<file path="config.mk">
export PLATFORM = sky130hd
export DESIGN_NAME = cgps_top
export DESIGN_NICKNAME = d
export VERILOG_FILES = /design/src/hdl/cgps_pkg.sv /design/src/hdl/cgps_cnt_if.sv /design/src/hdl/cgps_top.sv /design/src/hdl/cgps_sync.sv /design/src/hdl/cgps_counter.sv
export SDC_FILE = /design/constraint.sdc
export NUM_CORES = 1
export LEC_CHECK = 0
export BUFFER_PORTS_ARGS = -buffer_cell sky130_fd_sc_hd__buf_2
export CAP_MARGIN = 15
export CORE_ASPECT_RATIO = 0.8
export CORE_UTILIZATION = 43
export DETAILED_ROUTE_END_ITERATION = 16
export HOLD_SLACK_MARGIN = 0.02
export PLACE_DENSITY_LB_ADDON = 0.1
export SYNTH_ARGS = -nofsm -noshare
export SYNTH_HDL_FRONTEND = slang
export SYNTH_HIERARCHICAL = 1
export SYNTH_SLANG_ARGS = --single-unit
</file>
<file path="constraint.sdc">
create_clock -name clk_sys -period 5.06 [get_ports clk_sys]
set_input_delay 0.759 -clock clk_sys [delete_from_list [all_inputs] [get_ports clk_sys]]
set_output_delay 0.759 -clock clk_sys [all_outputs]
set_load 0.02 [all_outputs]
</file>
<file path="src/hdl/cgps_pkg.sv">
// Constants and types shared by the core rail power-good sequencer
package cgps_pkg;
    // Clock and timing
    localparam int CLK_HZ = 25000000;
    localparam int US_PER_S = 1000000;
    localparam int MS_PER_S = 1000;
    localparam int BOOT_US = 10;
    localparam int BOOT_CYC = (BOOT_US * CLK_HZ + US_PER_S - 1) / US_PER_S;
    localparam int DELAY_MS = 3;
    localparam int DELAY_CYC = DELAY_MS * (CLK_HZ / MS_PER_S);
    // Counts in switching cycles or pulses
    localparam int DG_TICKS = 1007;
    localparam int BLANK_TICKS = 62;
    localparam int CL_PULSES = 32;
    localparam int SAW_TICKS = 16;
    // Counter width, pin bundle width, code width
    localparam int CW = 17;
    localparam int CODE_W = 6;
    localparam int PIN_W = 18;
    // APB register map
    localparam int ADDR_W = 8;
    localparam logic [ADDR_W-1:0] ADDR_CTRL = 8'h00;
    localparam logic [ADDR_W-1:0] ADDR_STATUS = 8'h04;
    localparam logic [ADDR_W-1:0] ADDR_IRQ_ST = 8'h08;
    localparam logic [ADDR_W-1:0] ADDR_IRQ_MASK = 8'h0c;
    // Interrupt events
    localparam int NEV = 4;
    localparam int EV_CG = 0;
    localparam int EV_DG = 1;
    localparam int EV_FAULT = 2;
    localparam int EV_LOCK = 3;
    localparam logic [NEV-1:0] MASK_RST = 4'h0;
    // Sequencer states and latched fault kinds
    typedef enum {ST_OFF, ST_RAMP, ST_HOLD, ST_RUN, ST_LATCH} cgps_state_t;
    typedef enum {FK_NONE, FK_CL, FK_OV} cgps_fault_t;
endpackage

</file>
<file path="src/hdl/cgps_cnt_if.sv">
// Control and status bundle between the sequencer and one counter
`timescale 1ns/1ns
interface cgps_cnt_if
    import cgps_pkg::*;
();
    logic clear;
    logic step;
    logic [CW-1:0] target;
    logic done;
    modport ctl (output clear, output step, output target, input done);
    modport cnt (input clear, input step, input target, output done);
endinterface

</file>
<file path="src/hdl/cgps_top.sv">
// Start-up sequencer, power-good outputs and fault latch of a core rail
`timescale 1ns/1ns
module cgps_top
    import cgps_pkg::*;
#(
    parameter int DELAY_CYCLES = DELAY_CYC
) (
    input wire logic clk_sys,
    input wire logic reset,
    input wire logic ce,
    input wire logic enable_pin,
    input wire logic supply_lockout,
    input wire logic in_window,
    input wire logic at_boot_level,
    input wire logic overvoltage_trip,
    input wire logic over_2v_trip,
    input wire logic cur_limit,
    input wire logic switch_clk,
    input wire logic softstart_done,
    input wire logic sleep_pin,
    input wire logic [CODE_W-1:0] voltage_code,
    input wire logic high_cmd,
    input wire logic low_cmd,
    input wire logic psel,
    input wire logic penable,
    input wire logic pwrite,
    input wire logic [ADDR_W-1:0] paddr,
    input wire logic [31:0] pwdata,
    output logic [31:0] prdata,
    output logic pready,
    output logic pslverr,
    output logic core_good_oe,
    output logic delayed_good_oe,
    output logic high_side_gate,
    output logic low_side_gate,
    output logic softstart_low_oe,
    output logic softstart_high,
    output logic ref_follow_code,
    output logic irq
);
    ////////////////////////////////////////////////////////////////////
    // Pin synchronisation
    logic [PIN_W-1:0] pin_q;
    logic s_en, s_lock, s_win, s_boot, s_o114, s_o2v, s_cl, s_sw;
    logic s_ssd, s_slp, s_hi, s_lo;
    logic [CODE_W-1:0] s_code;

    cgps_sync #(.W(PIN_W)) u_sync (
        .clk_sys(clk_sys),
        .reset(reset),
        .ce(ce),
        .d({enable_pin, supply_lockout, in_window, at_boot_level,
            overvoltage_trip, over_2v_trip, cur_limit, switch_clk,
            softstart_done, sleep_pin, voltage_code, high_cmd, low_cmd}),
        .q(pin_q)
    );
    assign {s_en, s_lock, s_win, s_boot, s_o114, s_o2v, s_cl, s_sw,
            s_ssd, s_slp, s_code, s_hi, s_lo} = pin_q;

    ////////////////////////////////////////////////////////////////////
    // State and registers
    cgps_state_t state_ff, nxt_state;
    cgps_fault_t fault_ff, nxt_fault;
    logic sw_prev_ff, slp_prev_ff, blank_ff, ctrl_off_ff;
    logic [CODE_W-1:0] code_prev_ff;
    logic [NEV-1:0] irq_st_ff, irq_mask_ff, nxt_irq_st, ev;
    logic core_good_oe_ff, delayed_good_oe_ff, high_side_gate_ff;
    logic low_side_gate_ff, ss_low_oe_ff, ss_high_ff, ref_code_ff;
    logic irq_ff, pready_ff, pslverr_ff;
    logic [31:0] prdata_ff;
    logic nxt_cg, nxt_dg, nxt_hs, nxt_ls, nxt_ssl, nxt_ssh;
    logic tick, run_ok, armed, chg, dg_ready, ov_hit, cl_hit, fault_hit;
    logic in_run, latch_cl, nxt_blank;

    cgps_cnt_if boot_if ();
    cgps_cnt_if dly_if ();
    cgps_cnt_if dgc_if ();
    cgps_cnt_if blk_if ();
    cgps_cnt_if clc_if ();
    cgps_cnt_if saw_if ();

    // One switching cycle per rising edge of the modulator clock
    assign tick = s_sw && !sw_prev_ff;
    assign run_ok = s_en && !s_lock && !ctrl_off_ff;
    assign in_run = (state_ff == ST_RUN);
    assign latch_cl = (state_ff == ST_LATCH) && (fault_ff == FK_CL);
    // Code change seen only in run, so boot ignores the code pins
    assign chg = in_run && ((s_code != code_prev_ff) ||
                            (s_slp != slp_prev_ff));
    assign dg_ready = dgc_if.done && dly_if.done;

    ////////////////////////////////////////////////////////////////////
    // Counter hookup
    // boot hold timer
    assign boot_if.clear = (state_ff != ST_HOLD);
    assign boot_if.step = 1'b1;
    assign boot_if.target = CW'(BOOT_CYC);
    // minimum delay after core_good_n, cleared outside run
    assign dly_if.clear = !in_run;
    assign dly_if.step = 1'b1;
    assign dly_if.target = CW'(DELAY_CYCLES);
    assign dgc_if.clear = !in_run;
    assign dgc_if.step = tick;
    assign dgc_if.target = CW'(DG_TICKS);
    // blanking window restarts on every change
    assign blk_if.clear = chg;
    assign blk_if.step = tick;
    assign blk_if.target = CW'(BLANK_TICKS);
    // consecutive current-limited cycles, any clean cycle restarts
    assign clc_if.clear = !armed || (tick && !s_cl);
    assign clc_if.step = tick && s_cl;
    assign clc_if.target = CW'(CL_PULSES);
    // Sawtooth period on the soft-start pin after a current-limit latch
    assign saw_if.clear = !latch_cl || saw_if.done;
    assign saw_if.step = tick;
    assign saw_if.target = CW'(SAW_TICKS);

    cgps_counter u_boot (.clk_sys(clk_sys), .reset(reset), .ce(ce),
        .cnt(boot_if));
    cgps_counter u_dly (.clk_sys(clk_sys), .reset(reset), .ce(ce),
        .cnt(dly_if));
    cgps_counter u_dgc (.clk_sys(clk_sys), .reset(reset), .ce(ce),
        .cnt(dgc_if));
    cgps_counter u_blk (.clk_sys(clk_sys), .reset(reset), .ce(ce),
        .cnt(blk_if));
    cgps_counter u_clc (.clk_sys(clk_sys), .reset(reset), .ce(ce),
        .cnt(clc_if));
    cgps_counter u_saw (.clk_sys(clk_sys), .reset(reset), .ce(ce),
        .cnt(saw_if));

    ////////////////////////////////////////////////////////////////////
    // Fault detection
    // arm only after soft-start while delayed_good is low
    assign armed = in_run && s_ssd && delayed_good_oe_ff;
    // 114% trip armed and not blanked; 2.0V trip at any time
    assign ov_hit = (armed && !blank_ff && s_o114) || s_o2v;
    assign cl_hit = armed && clc_if.done;
    assign fault_hit = ov_hit || cl_hit;
    // Change sets blanking, the set wins over the end of the window
    assign nxt_blank = chg || (blank_ff && !blk_if.done);

    // Sequencer next state
    always_comb begin
        nxt_state = state_ff;
        case (state_ff)
            // ramp to the boot level first
            ST_OFF: if (run_ok) nxt_state = ST_RAMP;
            ST_RAMP: if (s_boot) nxt_state = ST_HOLD;
            ST_HOLD: begin
                if (!s_boot) begin
                    nxt_state = ST_RAMP;
                end else if (boot_if.done) begin
                    nxt_state = ST_RUN;
                end
            end
            ST_RUN: nxt_state = ST_RUN;
            // latch holds while enable and supply stay good and ctrl_off_ff is clear
            ST_LATCH: nxt_state = ST_LATCH;
            default: nxt_state = ST_OFF;
        endcase
        if (fault_hit && state_ff != ST_OFF) begin
            nxt_state = ST_LATCH;
        end
        // lockout or disable restarts from the boot ramp
        if (!run_ok) begin
            nxt_state = ST_OFF;
        end
    end

    // Fault kind recorded on entry to the latch
    assign nxt_fault = (nxt_state == ST_OFF) ? FK_NONE :
        (state_ff != ST_LATCH && nxt_state == ST_LATCH) ?
        (ov_hit ? FK_OV : FK_CL) : fault_ff;

    ////////////////////////////////////////////////////////////////////
    // Output decode
    // Every decode also looks at run_ok, so lockout or disable wins in the
    // very cycle it is seen, not one cycle later when the state drops
    // pull low in run when in window or blanking
    assign nxt_cg = run_ok && in_run && (s_win || blank_ff);
    // release only once both delays are done
    assign nxt_dg = !(run_ok && in_run && dg_ready && (s_win || blank_ff));
    assign nxt_hs = run_ok && (state_ff != ST_OFF) && (state_ff != ST_LATCH)
        && s_hi;
    // over-voltage latch holds the low gate on
    assign nxt_ls = (!run_ok || state_ff == ST_OFF) ? 1'b0 :
        (state_ff == ST_LATCH && fault_ff == FK_OV) ? 1'b1 :
        s_lo && !(state_ff == ST_LATCH);
    // pull soft-start low in lockout, pulse it as a sawtooth
    assign nxt_ssl = !run_ok || (state_ff == ST_OFF) ||
        (latch_cl && saw_if.done);
    assign nxt_ssh = run_ok && (state_ff == ST_LATCH) && (fault_ff == FK_OV);

    // Interrupt events
    assign ev[EV_CG] = (state_ff == ST_HOLD) && (nxt_state == ST_RUN);
    assign ev[EV_DG] = delayed_good_oe_ff && !nxt_dg;
    assign ev[EV_FAULT] = (state_ff != ST_LATCH) && (nxt_state == ST_LATCH);
    assign ev[EV_LOCK] = s_lock && (state_ff != ST_OFF);

    ////////////////////////////////////////////////////////////////////
    // APB slave decode, one wait state, answer registered
    logic acc, fin, hit, wr_ctrl, wr_ist, wr_mask;
    logic [31:0] rd_mux, status_w;

    assign acc = psel && penable && !pready_ff;
    assign fin = psel && penable && pready_ff;
    assign hit = (paddr == ADDR_CTRL) || (paddr == ADDR_STATUS) ||
                 (paddr == ADDR_IRQ_ST) || (paddr == ADDR_IRQ_MASK);
    assign wr_ctrl = fin && pwrite && (paddr == ADDR_CTRL);
    assign wr_ist = fin && pwrite && (paddr == ADDR_IRQ_ST);
    assign wr_mask = fin && pwrite && (paddr == ADDR_IRQ_MASK);
    assign status_w = 32'({3'(fault_ff), 3'(state_ff), blank_ff,
                           !delayed_good_oe_ff, core_good_oe_ff});
    assign rd_mux = (paddr == ADDR_CTRL) ? 32'(ctrl_off_ff) :
        (paddr == ADDR_STATUS) ? status_w :
        (paddr == ADDR_IRQ_ST) ? 32'(irq_st_ff) :
        (paddr == ADDR_IRQ_MASK) ? 32'(irq_mask_ff) : 32'h0;

    // Sticky status per event, a new event beats a write-one clear
    genvar gi;
    generate
        for (gi = 0; gi < NEV; gi++) begin : g_irq
            assign nxt_irq_st[gi] = ev[gi] ||
                (irq_st_ff[gi] && !(wr_ist && pwdata[gi]));
        end
    endgenerate

    ////////////////////////////////////////////////////////////////////
    // Sequencer registers; clock enable freezes everything
    always_ff @(posedge clk_sys) begin
        if (reset) begin
            state_ff <= ST_OFF;
            fault_ff <= FK_NONE;
            blank_ff <= 1'b0;
            sw_prev_ff <= 1'b0;
            slp_prev_ff <= 1'b0;
            code_prev_ff <= '0;
        end else if (ce) begin
            state_ff <= nxt_state;
            fault_ff <= nxt_fault;
            blank_ff <= nxt_blank;
            sw_prev_ff <= s_sw;
            slp_prev_ff <= s_slp;
            code_prev_ff <= s_code;
        end
    end

    // Pin outputs; open-drain enables start released except delayed and soft-start low
    always_ff @(posedge clk_sys) begin
        if (reset) begin
            core_good_oe_ff <= 1'b0;
            delayed_good_oe_ff <= 1'b1;
            high_side_gate_ff <= 1'b0;
            low_side_gate_ff <= 1'b0;
            ss_low_oe_ff <= 1'b1;
            ss_high_ff <= 1'b0;
            ref_code_ff <= 1'b0;
            irq_ff <= 1'b0;
        end else if (ce) begin
            core_good_oe_ff <= nxt_cg;
            delayed_good_oe_ff <= nxt_dg;
            high_side_gate_ff <= nxt_hs;
            low_side_gate_ff <= nxt_ls;
            ss_low_oe_ff <= nxt_ssl;
            ss_high_ff <= nxt_ssh;
            // follow the code in run and in the fault latch
            ref_code_ff <= (nxt_state == ST_RUN) ||
                           (nxt_state == ST_LATCH);
            irq_ff <= |(nxt_irq_st & irq_mask_ff);
        end
    end

    // Bus registers
    always_ff @(posedge clk_sys) begin
        if (reset) begin
            ctrl_off_ff <= 1'b0;
            irq_st_ff <= '0;
            irq_mask_ff <= MASK_RST;
            pready_ff <= 1'b0;
            pslverr_ff <= 1'b0;
            prdata_ff <= 32'h0;
        end else if (ce) begin
            if (wr_ctrl) ctrl_off_ff <= pwdata[0];
            if (wr_mask) irq_mask_ff <= pwdata[NEV-1:0];
            irq_st_ff <= nxt_irq_st;
            pready_ff <= acc;
            pslverr_ff <= acc && !hit;
            if (acc) prdata_ff <= rd_mux;
        end
    end

    assign prdata = prdata_ff;
    assign pready = pready_ff;
    assign pslverr = pslverr_ff;
    assign core_good_oe = core_good_oe_ff;
    assign delayed_good_oe = delayed_good_oe_ff;
    assign high_side_gate = high_side_gate_ff;
    assign low_side_gate = low_side_gate_ff;
    assign softstart_low_oe = ss_low_oe_ff;
    assign softstart_high = ss_high_ff;
    assign ref_follow_code = ref_code_ff;
    assign irq = irq_ff;

    ////////////////////////////////////////////////////////////////////
    // Checks
    cg_off_a: assert property (@(posedge clk_sys) disable iff (reset)
        ce && !run_ok |=> !core_good_oe_ff)
        else $error("core good asserted while off");
    dg_off_a: assert property (@(posedge clk_sys) disable iff (reset)
        ce && !run_ok |=> delayed_good_oe_ff)
        else $error("delayed good released while off");
    cg_boot_a: assert property (@(posedge clk_sys) disable iff (reset)
        ce && state_ff != ST_RUN |=> !core_good_oe_ff)
        else $error("core good asserted before boot hold");
    cg_blank_a: assert property (@(posedge clk_sys) disable iff (reset)
        ce && run_ok && in_run && blank_ff |=> core_good_oe_ff)
        else $error("core good not forced during blanking");
    dg_wait_a: assert property (@(posedge clk_sys) disable iff (reset)
        $fell(delayed_good_oe_ff) |-> $past(dly_if.done && dgc_if.done))
        else $error("delayed good released before both delays");
    lock_gate_a: assert property (@(posedge clk_sys) disable iff (reset)
        ce && !run_ok |=> !high_side_gate_ff && !low_side_gate_ff
        && ss_low_oe_ff)
        else $error("gates or soft-start wrong in lockout");
    ov_latch_a: assert property (@(posedge clk_sys) disable iff (reset)
        ce && run_ok && state_ff == ST_LATCH && fault_ff == FK_OV |=>
        low_side_gate_ff && ss_high_ff && !high_side_gate_ff)
        else $error("over-voltage latch outputs wrong");
    cl_latch_a: assert property (@(posedge clk_sys) disable iff (reset)
        ce && latch_cl |=> !high_side_gate_ff && !ss_high_ff)
        else $error("current-limit latch outputs wrong");
    latch_hold_a: assert property (@(posedge clk_sys) disable iff (reset)
        ce && state_ff == ST_LATCH && run_ok |=> state_ff == ST_LATCH)
        else $error("latched fault released without cycling");
    ref_boot_a: assert property (@(posedge clk_sys) disable iff (reset)
        ce && (state_ff == ST_RAMP) && !fault_hit |=> !ref_code_ff)
        else $error("reference follows code during boot ramp");
endmodule

</file>
<file path="src/hdl/cgps_sync.sv">
// Two-flop synchroniser for a bundle of asynchronous pins
`timescale 1ns/1ns
module cgps_sync #(
    parameter int W = 1
) (
    input wire logic clk_sys,
    input wire logic reset,
    input wire logic ce,
    input wire logic [W-1:0] d,
    output logic [W-1:0] q
);
    logic [W-1:0] meta_ff;
    logic [W-1:0] sync_ff;

    ////////////////////////////////////////////////////////////////////
    // First stage feeds only the second stage
    always_ff @(posedge clk_sys) begin
        if (reset) begin
            meta_ff <= '0;
            sync_ff <= '0;
        end else if (ce) begin
            meta_ff <= d;
            sync_ff <= meta_ff;
        end
    end

    assign q = sync_ff;
endmodule

</file>
<file path="src/hdl/cgps_counter.sv">
// Saturating counter driven through the counter interface
`timescale 1ns/1ns
module cgps_counter
    import cgps_pkg::*;
(
    input wire logic clk_sys,
    input wire logic reset,
    input wire logic ce,
    cgps_cnt_if.cnt cnt
);
    logic [CW-1:0] count_ff;
    logic [CW-1:0] nxt_count;

    ////////////////////////////////////////////////////////////////////
    // Clear wins over step; saturating keeps done up until cleared
    assign nxt_count = cnt.clear ? '0 :
        (cnt.step && !cnt.done) ? count_ff + 1'b1 : count_ff;
    assign cnt.done = (count_ff == cnt.target);

    // Count register
    always_ff @(posedge clk_sys) begin
        if (reset) begin
            count_ff <= '0;
        end else if (ce) begin
            count_ff <= nxt_count;
        end
    end
endmodule

</file>
## Yosys cells after proc, flatten, opt, wreduce, memory -nomap -nowiden

Index checks and enable logic that the tools add are counted.

| cells by class | value |
|---|---|
| $add $sub $neg | 6 |
| $mul | 0 |
| div/mod/pow operators | 0 |
| order comparisons | 0 |
| equal/unequal tests | 27 |
| shifts and indexed selects | 0 |
| mux-type cells | 27 |
| bitwise gates (word level) | 1 |
| reduce and logical (&&, ||, !) cells | 109 |

Operators by type and width:

| operator | number |
|---|---|
| $mux 32 | 7 |
| $mux 17 | 12 |
| $eq 32x3->1 const B | 5 |
| $pmux 32 s5 | 1 |
| $add 17x1->17 const B | 6 |
| $eq 32x2->1 const B | 3 |
| $logic_not 32->1 | 3 |
| $eq 32x4->1 const B | 2 |
| $logic_and 1x1->1 | 51 |
| $eq 17x6->1 const B | 2 |
| $eq 32x1->1 const B | 1 |
| $ne 32x3->1 const B | 1 |
| $ne 32x4->1 const B | 1 |
| $reduce_bool 32->1 | 1 |
| $logic_not 1->1 | 21 |
| $reduce_and 2->1 | 10 |
| $mux 9 | 2 |
| $eq 17x10->1 const B | 1 |
| $eq 17x17->1 const B | 1 |
| $eq 17x5->1 const B | 1 |
| $eq 17x8->1 const B | 1 |
| $logic_or 1x1->1 | 17 |
| $eq 8x4->1 const B | 2 |
| $eq 8x3->1 const B | 1 |
| 11 further kinds | 17 |

| word-level totals | value |
|---|---|
| register bits | 262 |
| latch bits | 0 |
| memory bits (writable) | 0 |
| bits in read-only memories | 0 |
| input port bits | 64 |
| logic and storage cells | 198 |
| memories | 0 |

## Logic depth before layout (Yosys ltp)

Gate-level depths: netlist (run 1).

| depth | value |
|---|---|
| word-level depth | 15 |
| depth in mapped cells | 9 |
| depth with buffers taken out | 9 |

## Cells and area by module

The synthesis (run 1) kept the hierarchy.

Modules (own cells, without submodules):

| module | instances | cells an instance | area each (um2) |
|---|---|---|---|
| cgps_counter | 6 | 128 | 1113.6 |
| cgps_top | 1 | 373 | 3290.7 |
| cgps_sync | 1 | 116 | 1306.3 |

## Worst setup path before layout (run 1)

No wires, ideal clock.

| path | value |
|---|---|
| path type | register to register |
| start | reg state_ff[31] |
| end | reg u_clc.count_ff[10] |
| arrival | 2839 ps |
| data required time | 4991 ps |
| path slack | 2153 ps |
| stages on the path, launching flop included | 10 |
| buffers on the path | 2 |
| path through | dfxtp_1 > nor4_1 > nand4_1 > nor3_1 > buf_2 > o311ai_0 > or2_2 > buf_1 > or4_1 > o21ai_1 |

| on the way | value |
|---|---|
| longest elaborated chain between the ends | 7 |

Ends and longest elaborated chain:

| element | line | RTL |
|---|---|---|
| from (decl) | cgps_top.sv:62 | `cgps_state_t state_ff, nxt_state;` |
| from (signal assigned) | cgps_top.sv:239 | `state_ff <= nxt_state;` |
| $eq 32x3->1 (*) | cgps_top.sv:85 | `assign in_run = (state_ff == ST_RUN);` |
| $logic_and 1x1->1 (*) (2 in a row) | cgps_top.sv:134 | `assign armed = in_run && s_ssd && delayed_good_oe_ff;` |
| $logic_not 1->1 (*) | cgps_top.sv:110 | `assign clc_if.clear = !armed \|\| (tick && !s_cl);` |
| $logic_or 1x1->1 (*) | cgps_top.sv:110 |  |
| named net clc_if.clear | cgps_cnt_if.sv:6 | `logic clear;` |
| $reduce_bool 2->1 (no line) | -- |  |
| $reduce_and 2->1 (no line) | -- |  |
| to (signal assigned) | cgps_counter.sv:25 | `count_ff <= nxt_count;` |
| to (decl) | cgps_counter.sv:11 | `logic [CW-1:0] count_ff;` |

The timed path passes the listed nets; every way through them passes the cells marked *.
A chain may end at the register's enable or synchronous reset.

## Worst setup path in the final report (run 1)

| path | value |
|---|---|
| start | reg state_ff[15] |
| end | reg u_dly.count_ff[10] |

| on the way | value |
|---|---|
| longest elaborated chain between the ends | 3 |

Ends and longest elaborated chain:

| element | line |
|---|---|
| $eq 32x3->1 (*) | cgps_top.sv:85 |
| $ne 2x2->1 (no line) | -- |
| $reduce_and 2->1 (no line) | -- |
| to (signal assigned) | cgps_counter.sv:25 |
| to (decl) | cgps_counter.sv:11 |

Mark *: on every way between the ends. The rest lies on a longest branch, timed or not.

==> flow_metrics.py, run 1 <==
metrics = {
    "floorplanning": {
        "start_util_pct": 44.2,
        "die-area_sq_um": 26900,
        "pin_count": 106,
        "rows": 52,
        "die_y_um": 147,
        "die_w_um": 183,
        "core_area_sq_um": 25500,
    },
    "timing": {
        "hold_viol": 0,
        "relSlewSlack_pct": 26.2,
        "setup_viol": 0,
        "rsz0062_at_grt": "false",
        "finalSetupTns_ns": 0,
        "max_freq_mhz": 300,
        "fin_ws_ns": 1.73,
        "finClkSkew_ns": 0.00849,
        "worst_pin_slew_ns": 1.08,
        "fin_crit_ns": 3.33,
        "slew_violations": 0,
        "fin_crit_sh_pct": 65.9,
    },
    "layout": {
        "drive_gt1_share_pct": 11.7,
        "fillers": 2481,
        "syn_to_final_growth_pct": 13.6,
        "layout_common_cells": "dfxtp_1, conb_1, nor2_1",
        "antennaDiodeCount": 0,
        "layout_commonest_cell": "dfxtp_1",
        "nets": 1479,
    },
    "placed_design": {
        "port-buffer-count": 53,
        "gp_routability_congestion": 0.851,
        "hpwl_um": 18000,
        "placement.setup.worst_slack_ns": 1.44,
    },
    "logic_synthesis": {
        "syn_inst": 1257,
        "synth-xor-area-share_pct": 8.46,
        "ys_seq_area_share_pct": 36.9,
        "synth_warnings": 6,
        "synth_compound_area_share_pct": 15.8,
        "synth_adder_area_share_pct": 0.666,
        "synth_top_family_by_area": "simple AND/OR/NAND/NOR gates",
        "muxShareOfSynthArea_pct": 7.42,
        "synthArstFlopShare_pct": 0,
        "syn_area_sq_um": 11300,
        "ys_ff_latch": 208,
        "synth_edf_count": 0,
        "synthSimpleGateAreaFrac_pct": 24.3,
        "syn_area_per_cell_sq_um": 8.97,
        "synth_ff_type": "dfxtp_1",
        "yosysUniqueCellTypes": 69,
    },
    "global_route": {
        "grt_pass1_wl_um": 43700,
        "grt_max_degree": 67,
        "antenna_found_initial": 0,
        "track_usage_pct": 19.6,
        "overflow": 0,
        "first_global_vias": 8409,
    },
    "route": {
        "via_count": 9266,
        "wl_per_cell_um": 14.8,
        "first_iter_violations": 699,
        "ant_nets": 0,
        "avgViaCountPerCell": 5.22,
        "drc": 0,
        "dr.pass1.iters": 5,
        "routed_wl_um": 26300,
    },
    "setup_path": {
        "reg2reg_to": "u_dly/count_ff[10]",
        "crit_arrival_ns": 3.77,
        "crit_path_start_kind": "register",
        "r2r_start": "state_ff[15]",
        "r2r_cells": 8,
        "critical_path_class": "reg -> reg",
        "r2r_slack_ns": 1.73,
        "critPathCaptureType": "register",
        "crit_start": "state_ff[15]",
        "crit_fanout": 18,
        "crit_path_end": "u_dly/count_ff[10]",
        "cp_data_required_time_ns": 5.50,
    },
    "run": {
        "maxCapViolations": 0,
    },
    "clock_network": {
        "cts_setup_buffers": 0,
        "clk_latency_ns": 0.50,
        "cts_resized": 0,
        "cts_made_buffers": 23,
        "htree_levels": 1,
        "cts_hold_buf": 0,
        "cts_tree": "done",
        "cts.sinks": 208,
        "root_buffer": "clkbuf_16",
        "clk_pin_slew_ns": 0.06,
        "clockBufferDepth": 3,
    },
    "power": {
        "cellPowerDensity_nw_per_um2": 285,
        "vdd_drop_max_uv": 239,
        "p_leak_nw": 5.08,
    },
    "hold_path": {
        "hold_path_class": "reg -> reg",
    },
    "status": {
        "status": "finished clean",
    },
}
layer usage:
layer	global-route usage (%)	vias up	wire (um)
li1	-	4801	-
met1	30.0	4282	13600
met2	29.1	153	11100
met3	2.63	30	1100
met4	3.38	0	396
met5	0	-	0
worst min path at each step:
stage / from / end / slack [ns] / cells after the start
after floorplan: state_ff[11] / state_ff[11] / 0.43 / 1
after global placement: state_ff[28] / state_ff[28] / 0.44 / 1
after detailed placement: state_ff[26] / state_ff[26] / 0.44 / 1
after CTS: state_ff[19] / state_ff[19] / 0.46 / 1
after global routing: state_ff[26] / state_ff[26] / 0.48 / 1
final: state_ff[24] / state_ff[24] / 0.46 / 1
flip-flops by register name, summed over array words and instances (netlist names), 2 cells and up:
| register | cells |
|---|---|
| state_ff | 32 |
| u_sync/meta_ff | 18 |
| u_dgc/count_ff | 17 |
| prdata | 8 |
| u_boot/count_ff | 17 |
| u_blk/count_ff | 17 |
| irq_st_ff | 4 |
| u_sync/q | 18 |
| code_prev_ff | 6 |
| irq_mask_ff | 4 |
| u_dly/count_ff | 17 |
| u_saw/count_ff | 17 |
| fault_ff | 2 |
| u_clc/count_ff | 17 |
where the power goes:
group,switching (mW),internal (mW)
clock network,0.704,1.06
logic,0.145,0.0720
registers,0.0122,1.65
total,0.862,2.79
cell usage after synthesis (8+ instances only):
library cell    n  area [sq um]
a21oi_1        28           140
a22oi_1        10          75.1
a31oi_1         8          50.1
and2_1         33           206
and3_1         21           131
and4_1          9          78.8
buf_1           9          33.8
buf_12          9           180
buf_2          13          65.1
buf_4          24           180
clkbuf_1       14          52.6
dfxtp_1       208          4160
inv_1          32           120
mux2i_1        78           781
nand2_1        92           345
nand2b_1        9          56.3
nand3_1        59           295
nand4_1        25           156
nor2_1        105           394
nor3_1          9          45.0
nor4_1         27           169
o211ai_1       34           255
o211ai_2       12           150
o21ai_0        23           115
o21ai_1        18          90.1
o311ai_0       25           219
o31ai_1        21           158
o41ai_1        26           228
or2_2           8          50.1
or3_1          36           225
or4_1          24           180
xnor2_1        25           219
xor2_1         84           736
stage by stage:
step | cell area [sq um] | hold WS (ns) | power, mW | std cells | utilization [%]
finish | 12800 | 0.461 | 3.65 | 1776 | 50.2
global route | 12800 | 0.476 | 3.80 | 1776 | 50.2
CTS | 12800 | 0.463 | 3.70 | 1771 | 50.1
detailed placement | 12000 | 0.444 | 1.92 | 1730 | 47.0
global placement | 12000 | 0.444 | 1.92 | 1730 | 47.0
floorplan | 11800 | 0.430 | 1.88 | 1391 | -
worst max-delay path: stages, from the launching register on:
cell and delay [ns]:
dfxtp_1 0.31, nor4_1 0.43, nand4_1 0.39, nor3_1 0.32, buf_4 0.20, nand2_1 0.38
or2_2 0.57, or4_1 0.54, o21ai_1 0.12
area by class of cell:
type / instances / area, sq um / share of cell area, %
clock buffers: 26 / 597 / 4.66
multi-input cells: 1075 / 6910 / 53.9
inverters: 32 / 120 / 0.937
repair buffers: 69 / 390 / 3.05
clock inverters: 15 / 198 / 1.54
well taps: 351 / 439 / 3.43
flip-flops and latches: 208 / 4160 / 32.5
logic make-up after synthesis:
kind of cell / count (synthesis)
AO/OA/AOI/OAI: 240
XOR/XNOR: 109
adder cells (fa/ha/maj): 6
buffers and inverters: 108
flip-flops: 208
multiplexers: 82
other: 2
AND/OR/NAND/NOR: 502
(Power assumes the default switching activity.)
==> run 2: changes to the inputs <==
clock period = 2.8 ns   (was 5.06 ns; I/O delays follow)
==> run 2 against run 1 <==
  * Maximum frequency up 27%
  * Critical endpoint is now u_saw/count_ff[11]
  * Sequential share of layout area shrank 1.1 points
  * Clock power grew 83%
  * Total power increased by 82%
==> flow_metrics.py, run 2 (synthesized netlist as in run 1, its figures left out) <==
metrics = {
    "timing": {
        "fin_crit_ns": 2.63,
        "rsz0062_at_grt": "false",
        "finClkSkew_ns": 0.0155,
        "setup_viol": 0,
        "relSlewSlack_pct": 56.6,
        "finalSetupTns_ns": 0,
        "hold_viol": 0,
        "fin_crit_sh_pct": 94.0,
        "slew_violations": 0,
        "max_freq_mhz": 380,
        "fin_ws_ns": 0.168,
        "worst_pin_slew_ns": 0.651,
    },
    "setup_path": {
        "r2r_slack_ns": 0.17,
        "worst-path-buf-inv": 0,
        "r2r_start": "state_ff[26]",
        "critical-path-max-stage-delay_ns": 0.52,
        "reg2reg_to": "u_saw/count_ff[11]",
        "crit_arrival_ns": 3.09,
        "slowest_stage": "or4_1",
        "crit_family": "simple AND/OR/NAND/NOR gates",
        "crit_fanout": 6,
        "critPathCaptureType": "register",
        "cp_data_required_time_ns": 3.26,
        "path_cells": "nor4_2 -> and4_1 -> nand2_1 -> or4b_4 -> or2_2 -> or4_1 -> o21ai_1",
        "crit_path_start_kind": "register",
        "r2r_cells": 7,
        "critical_path_class": "reg -> reg",
    },
    "layout": {
        "multiInputGateArea_sq_um": 6940,
        "fillers": 2483,
        "syn_to_final_growth_pct": 17.7,
        "nets": 1530,
        "regMostFlops": "state_ff",
        "seq_area_sq_um": 4160,
        "fin_area_sq_um": 13300,
        "layout_commonest_cell": "dfxtp_1",
        "largest_reg_flops": 32,
        "drive_gt1_share_pct": 15.2,
        "layout_common_cells": "dfxtp_1, conb_1, nor2_1",
        "antennaDiodeCount": 0,
    },
    "clock_network": {
        "cts.sinks": 208,
        "root_buffer": "clkbuf_16",
        "htree_levels": 1,
        "clk_pin_slew_ns": 0.06,
        "cts_made_buffers": 24,
        "cts_hold_buf": 0,
        "clk_latency_ns": 0.53,
        "clockBufferDepth": 3,
        "cts_tree": "done",
    },
    "placed_design": {
        "placement.setup.worst_slack_ns": 0.0323,
        "hpwl_um": 19000,
        "port-buffer-count": 53,
        "gp_routability_congestion": 0.816,
        "place_area_sq_um": 12400,
    },
    "route": {
        "drc": 0,
        "first_iter_violations": 533,
        "routed_wl_um": 27000,
        "wl_per_cell_um": 14.8,
        "dr.pass1.iters": 8,
        "ant_nets": 0,
        "avgViaCountPerCell": 5.20,
        "via_count": 9514,
    },
    "floorplanning": {
        "core_area_sq_um": 25500,
        "die-area_sq_um": 26900,
        "die_w_um": 183,
        "rows": 52,
        "die_y_um": 147,
        "start_util_pct": 44.2,
        "pin_count": 106,
    },
    "hold_path": {
        "hold_depth": 3,
        "min_from": "softstart_done",
        "hold_path_class": "in -> reg",
        "min_to": "u_sync/meta_ff[9]",
    },
    "global_route": {
        "track_usage_pct": 20.2,
        "grt_max_degree": 52,
        "overflow": 0,
        "first_global_vias": 8576,
        "antenna_found_initial": 0,
        "grt_pass1_wl_um": 44800,
    },
    "run": {
        "maxCapViolations": 0,
    },
    "power": {
        "p_leak_nw": 5.36,
        "cellPowerDensity_nw_per_um2": 501,
        "vdd_drop_max_uv": 427,
    },
    "status": {
        "status": "finished clean",
    },
}
[run 2: final cells by class]
| type | instances | area share, % |
|---|---|---|
| clock inverter | 15 | 1.25 |
| tap | 351 | 3.31 |
| clock buffer | 29 | 4.90 |
| sequential | 208 | 31.4 |
| inverter | 32 | 0.905 |
| multi-input combinational | 1075 | 52.3 |
| timing repair buffer | 119 | 5.96 |
[run 2: worst max-delay path by stage]
stage	to	startpoint	slack, ns	cells past startpoint
floorplan	u_dly/count_ff[10]	state_ff[31]	0.02	9
global placement	irq	u_boot/count_ff[5]	0.03	9
detailed placement	irq	u_boot/count_ff[5]	0.03	9
CTS	irq	u_boot/count_ff[5]	0.04	9
global route	u_clc/count_ff[11]	state_ff[26]	0.02	8
finish	u_saw/count_ff[11]	state_ff[26]	0.17	7
[run 2: metrics by stage]
step                power, mW  std cells  util, %  hold WS [ns]
detailed placement       3.49       1785     48.7         0.444
finish                   6.65       1829     52.1         0.140
CTS                      6.74       1829     51.9         0.118
global route             6.92       1829     52.1         0.132
floorplan                3.40       1391        -         0.430
global placement         3.49       1785     48.7         0.442
[run 2: routing by layer]
layer | up-vias | global-route usage [%] | routed length [um]
met1 | 4408 | 30.6 | 14200
met2 | 163 | 29.8 | 11400
met5 | - | 0 | 0
met4 | 0 | 4.46 | 474
met3 | 33 | 2.97 | 955
li1 | 4910 | - | -
[run 2: timing repair]
item | in CTS | in global routing
gates resized for setup | 0 | 7
setup buffers | 0 | 0
setup endpoints to repair | 0 | 7
endpoints found under the hold margin | 0 | 0
[run 2: power by group]
part	internal, mW	switching (mW)	leakage [nW]	total [mW]
sequential	2.99	0.0241	1.68	3.01
clock	1.94	1.28	0.404	3.22
combinational	0.145	0.271	3.27	0.416
total	5.08	1.58	5.36	6.65
[run 2: tightest hold or removal path, stage by stage]
cell	delay, ns
buf_2	0.07
mux2i_1	0.06
nor2_1	0.07
==> run 3: changes to the inputs <==
BUFFER_PORTS_ARGS = -buffer_cell sky130_fd_sc_hd__buf_4   (was -buffer_cell sky130_fd_sc_hd__buf_2)
==> run 3 against run 2 <==
  * Worst setup slack worse by 0.0012 ns
  * Register-to-register slack about the same
  * Total power up 1.5%
  * Sequential power about the same
  * Sequential share of layout area down 0.17 points
  * Global-route usage down 0.45 points
  * Non-clock buffer count down 5
  * Clock power up 3%
  * Die area unchanged
==> flow_metrics.py, run 3 (synthesized netlist as in run 1, its figures left out) <==
metrics = {
    "clock_network": {
        "root_buffer": "clkbuf_16",
        "cts_hold_buf": 0,
        "cts_tree": "done",
        "htree_levels": 1,
        "cts_made_buffers": 23,
        "clk_pin_slew_ns": 0.06,
        "clockBufferDepth": 3,
        "clk_latency_ns": 0.51,
        "cts.sinks": 208,
    },
    "timing": {
        "max_freq_mhz": 380,
        "worst_pin_slew_ns": 0.730,
        "finClkSkew_ns": 0.00848,
        "slew_violations": 0,
        "fin_crit_sh_pct": 94.0,
        "fin_crit_ns": 2.63,
        "setup_viol": 0,
        "worst_hold_slack_ns": 0.150,
        "relSlewSlack_pct": 51.4,
        "rsz0062_at_grt": "false",
        "finalSetupTns_ns": 0,
        "hold_viol": 0,
    },
    "global_route": {
        "antenna_found_initial": 0,
        "overflow": 0,
        "grt_max_degree": 47,
        "track_usage_pct": 19.7,
        "grt_pass1_wl_um": 44100,
        "first_global_vias": 8705,
    },
    "route": {
        "dr.pass1.iters": 5,
        "first_iter_violations": 576,
        "wl_per_cell_um": 14.7,
        "via_count": 9501,
        "avgViaCountPerCell": 5.22,
        "drc": 0,
        "routed_wl_um": 26700,
        "ant_nets": 0,
    },
    "setup_path": {
        "critPathCaptureType": "register",
        "worst-path-buf-inv": 1,
        "crit_family": "simple AND/OR/NAND/NOR gates",
        "cp_data_required_time_ns": 3.24,
        "slowest_stage": "or4_1",
        "critical_path_class": "reg -> reg",
        "crit_arrival_ns": 3.07,
        "critical-path-max-stage-delay_ns": 0.52,
        "crit_fanout": 7,
        "r2r_slack_ns": 0.17,
        "crit_path_start_kind": "register",
        "path_cells": "nor4_2 -> nand4_1 -> nor3_2 -> buf_4 -> o311ai_1 -> or2_2 -> or4_1 -> o21ai_1",
    },
    "power": {
        "vdd_drop_max_uv": 374,
        "p_sw_mw": 1.54,
        "p_leak_nw": 5.36,
        "power_frac_seq_pct": 44.6,
        "power.internal_mw": 5.21,
        "cellPowerDensity_nw_per_um2": 506,
        "clockPowerShare_pct": 49.1,
        "p_comb_share_pct": 6.3,
        "p_sw_share_pct": 22.8,
    },
    "placed_design": {
        "place_area_sq_um": 12500,
        "hpwl_um": 18600,
        "place_inst": 1780,
        "gp_routability_congestion": 0.819,
        "port-buffer-count": 53,
    },
    "floorplanning": {
        "rows": 52,
        "pin_count": 106,
        "start_util_pct": 44.2,
        "core_area_sq_um": 25500,
        "die_w_um": 183,
        "die_y_um": 147,
        "die-area_sq_um": 26900,
    },
    "layout": {
        "fillers": 2446,
        "fin_util_pct": 52.3,
        "antennaDiodeCount": 0,
        "nets": 1524,
        "layout_common_cells": "dfxtp_1, conb_1, buf_4",
        "syn_to_final_growth_pct": 18.4,
        "drive_gt1_share_pct": 14.8,
        "fin_area_sq_um": 13400,
        "largest_reg_flops": 32,
        "regMostFlops": "state_ff",
        "layout_commonest_cell": "dfxtp_1",
        "fin_cells": 1821,
    },
    "status": {
        "status": "finished clean",
    },
    "hold_path": {
        "hold_path_class": "in -> reg",
    },
    "run": {
        "maxCapViolations": 0,
    },
}
[run 3: power groups by stage]
stage                     registers (mW)  logic, mW  clock network, mW
final                               3.01      0.423               3.32
after floorplan                     3.07      0.326                  0
after global placement              3.08      0.418                  0
after global routing                3.01      0.469               3.53
after CTS                           3.01      0.422               3.40
after detailed placement            3.08      0.419                  0
[run 3: area by class of cell]
type / instances / area, sq um / area share [%]
Sequential cell: 208 / 4170 / 31.2
Multi-Input combinational cell: 1075 / 6940 / 52.0
Tap cell: 351 / 439 / 3.29
Clock inverter: 11 / 184 / 1.38
Timing Repair Buffer: 114 / 856 / 6.41
Clock buffer: 30 / 642 / 4.81
Inverter: 32 / 120 / 0.900
[run 3: worst reg2reg max path: stages (launching register included)]
cell and delay, ns:
dfxtp_1 0.32, nor4_2 0.33, nand4_1 0.26, nor3_2 0.23, buf_4 0.19, o311ai_1 0.19, or2_2 0.41, or4_1 0.52
o21ai_1 0.12
[run 3: metal layers]
layer,GRT usage [%],vias up,part of all wire [%]
met2,29.0,189,42
li1,-,4898,-
met5,0,-,0
met1,30.0,4385,52
met3,2.78,29,4.4
met4,4.63,0,1.6
[run 3: repair_timing]
action / in CTS / in global routing
gates resized for setup: 0 / 8
setup endpoints to repair: 0 / 10
buffers inserted: 0 / 0
[run 3: path summary, 6_finish.rpt]
check | startpoint | to | depth (start not counted)
worst max-delay path | state_ff[20] | u_clc/count_ff[10] | 8
worst min register to register | state_ff[8] | state_ff[8] | 1
worst min-delay path | voltage_code[2] | u_sync/meta_ff[4] | 3
worst max register to register | state_ff[20] | u_clc/count_ff[10] | 8
[run 3: stage by stage]
stage / setup WS [ns] / power [mW]
5_1_grt: 0.00846 / 7.01
4_1_cts: 0.0969 / 6.83
3_5_place_dp: 0.108 / 3.50
2_1_floorplan: 0.0191 / 3.40
6_report: 0.167 / 6.75
3_3_place_gp: 0.135 / 3.49
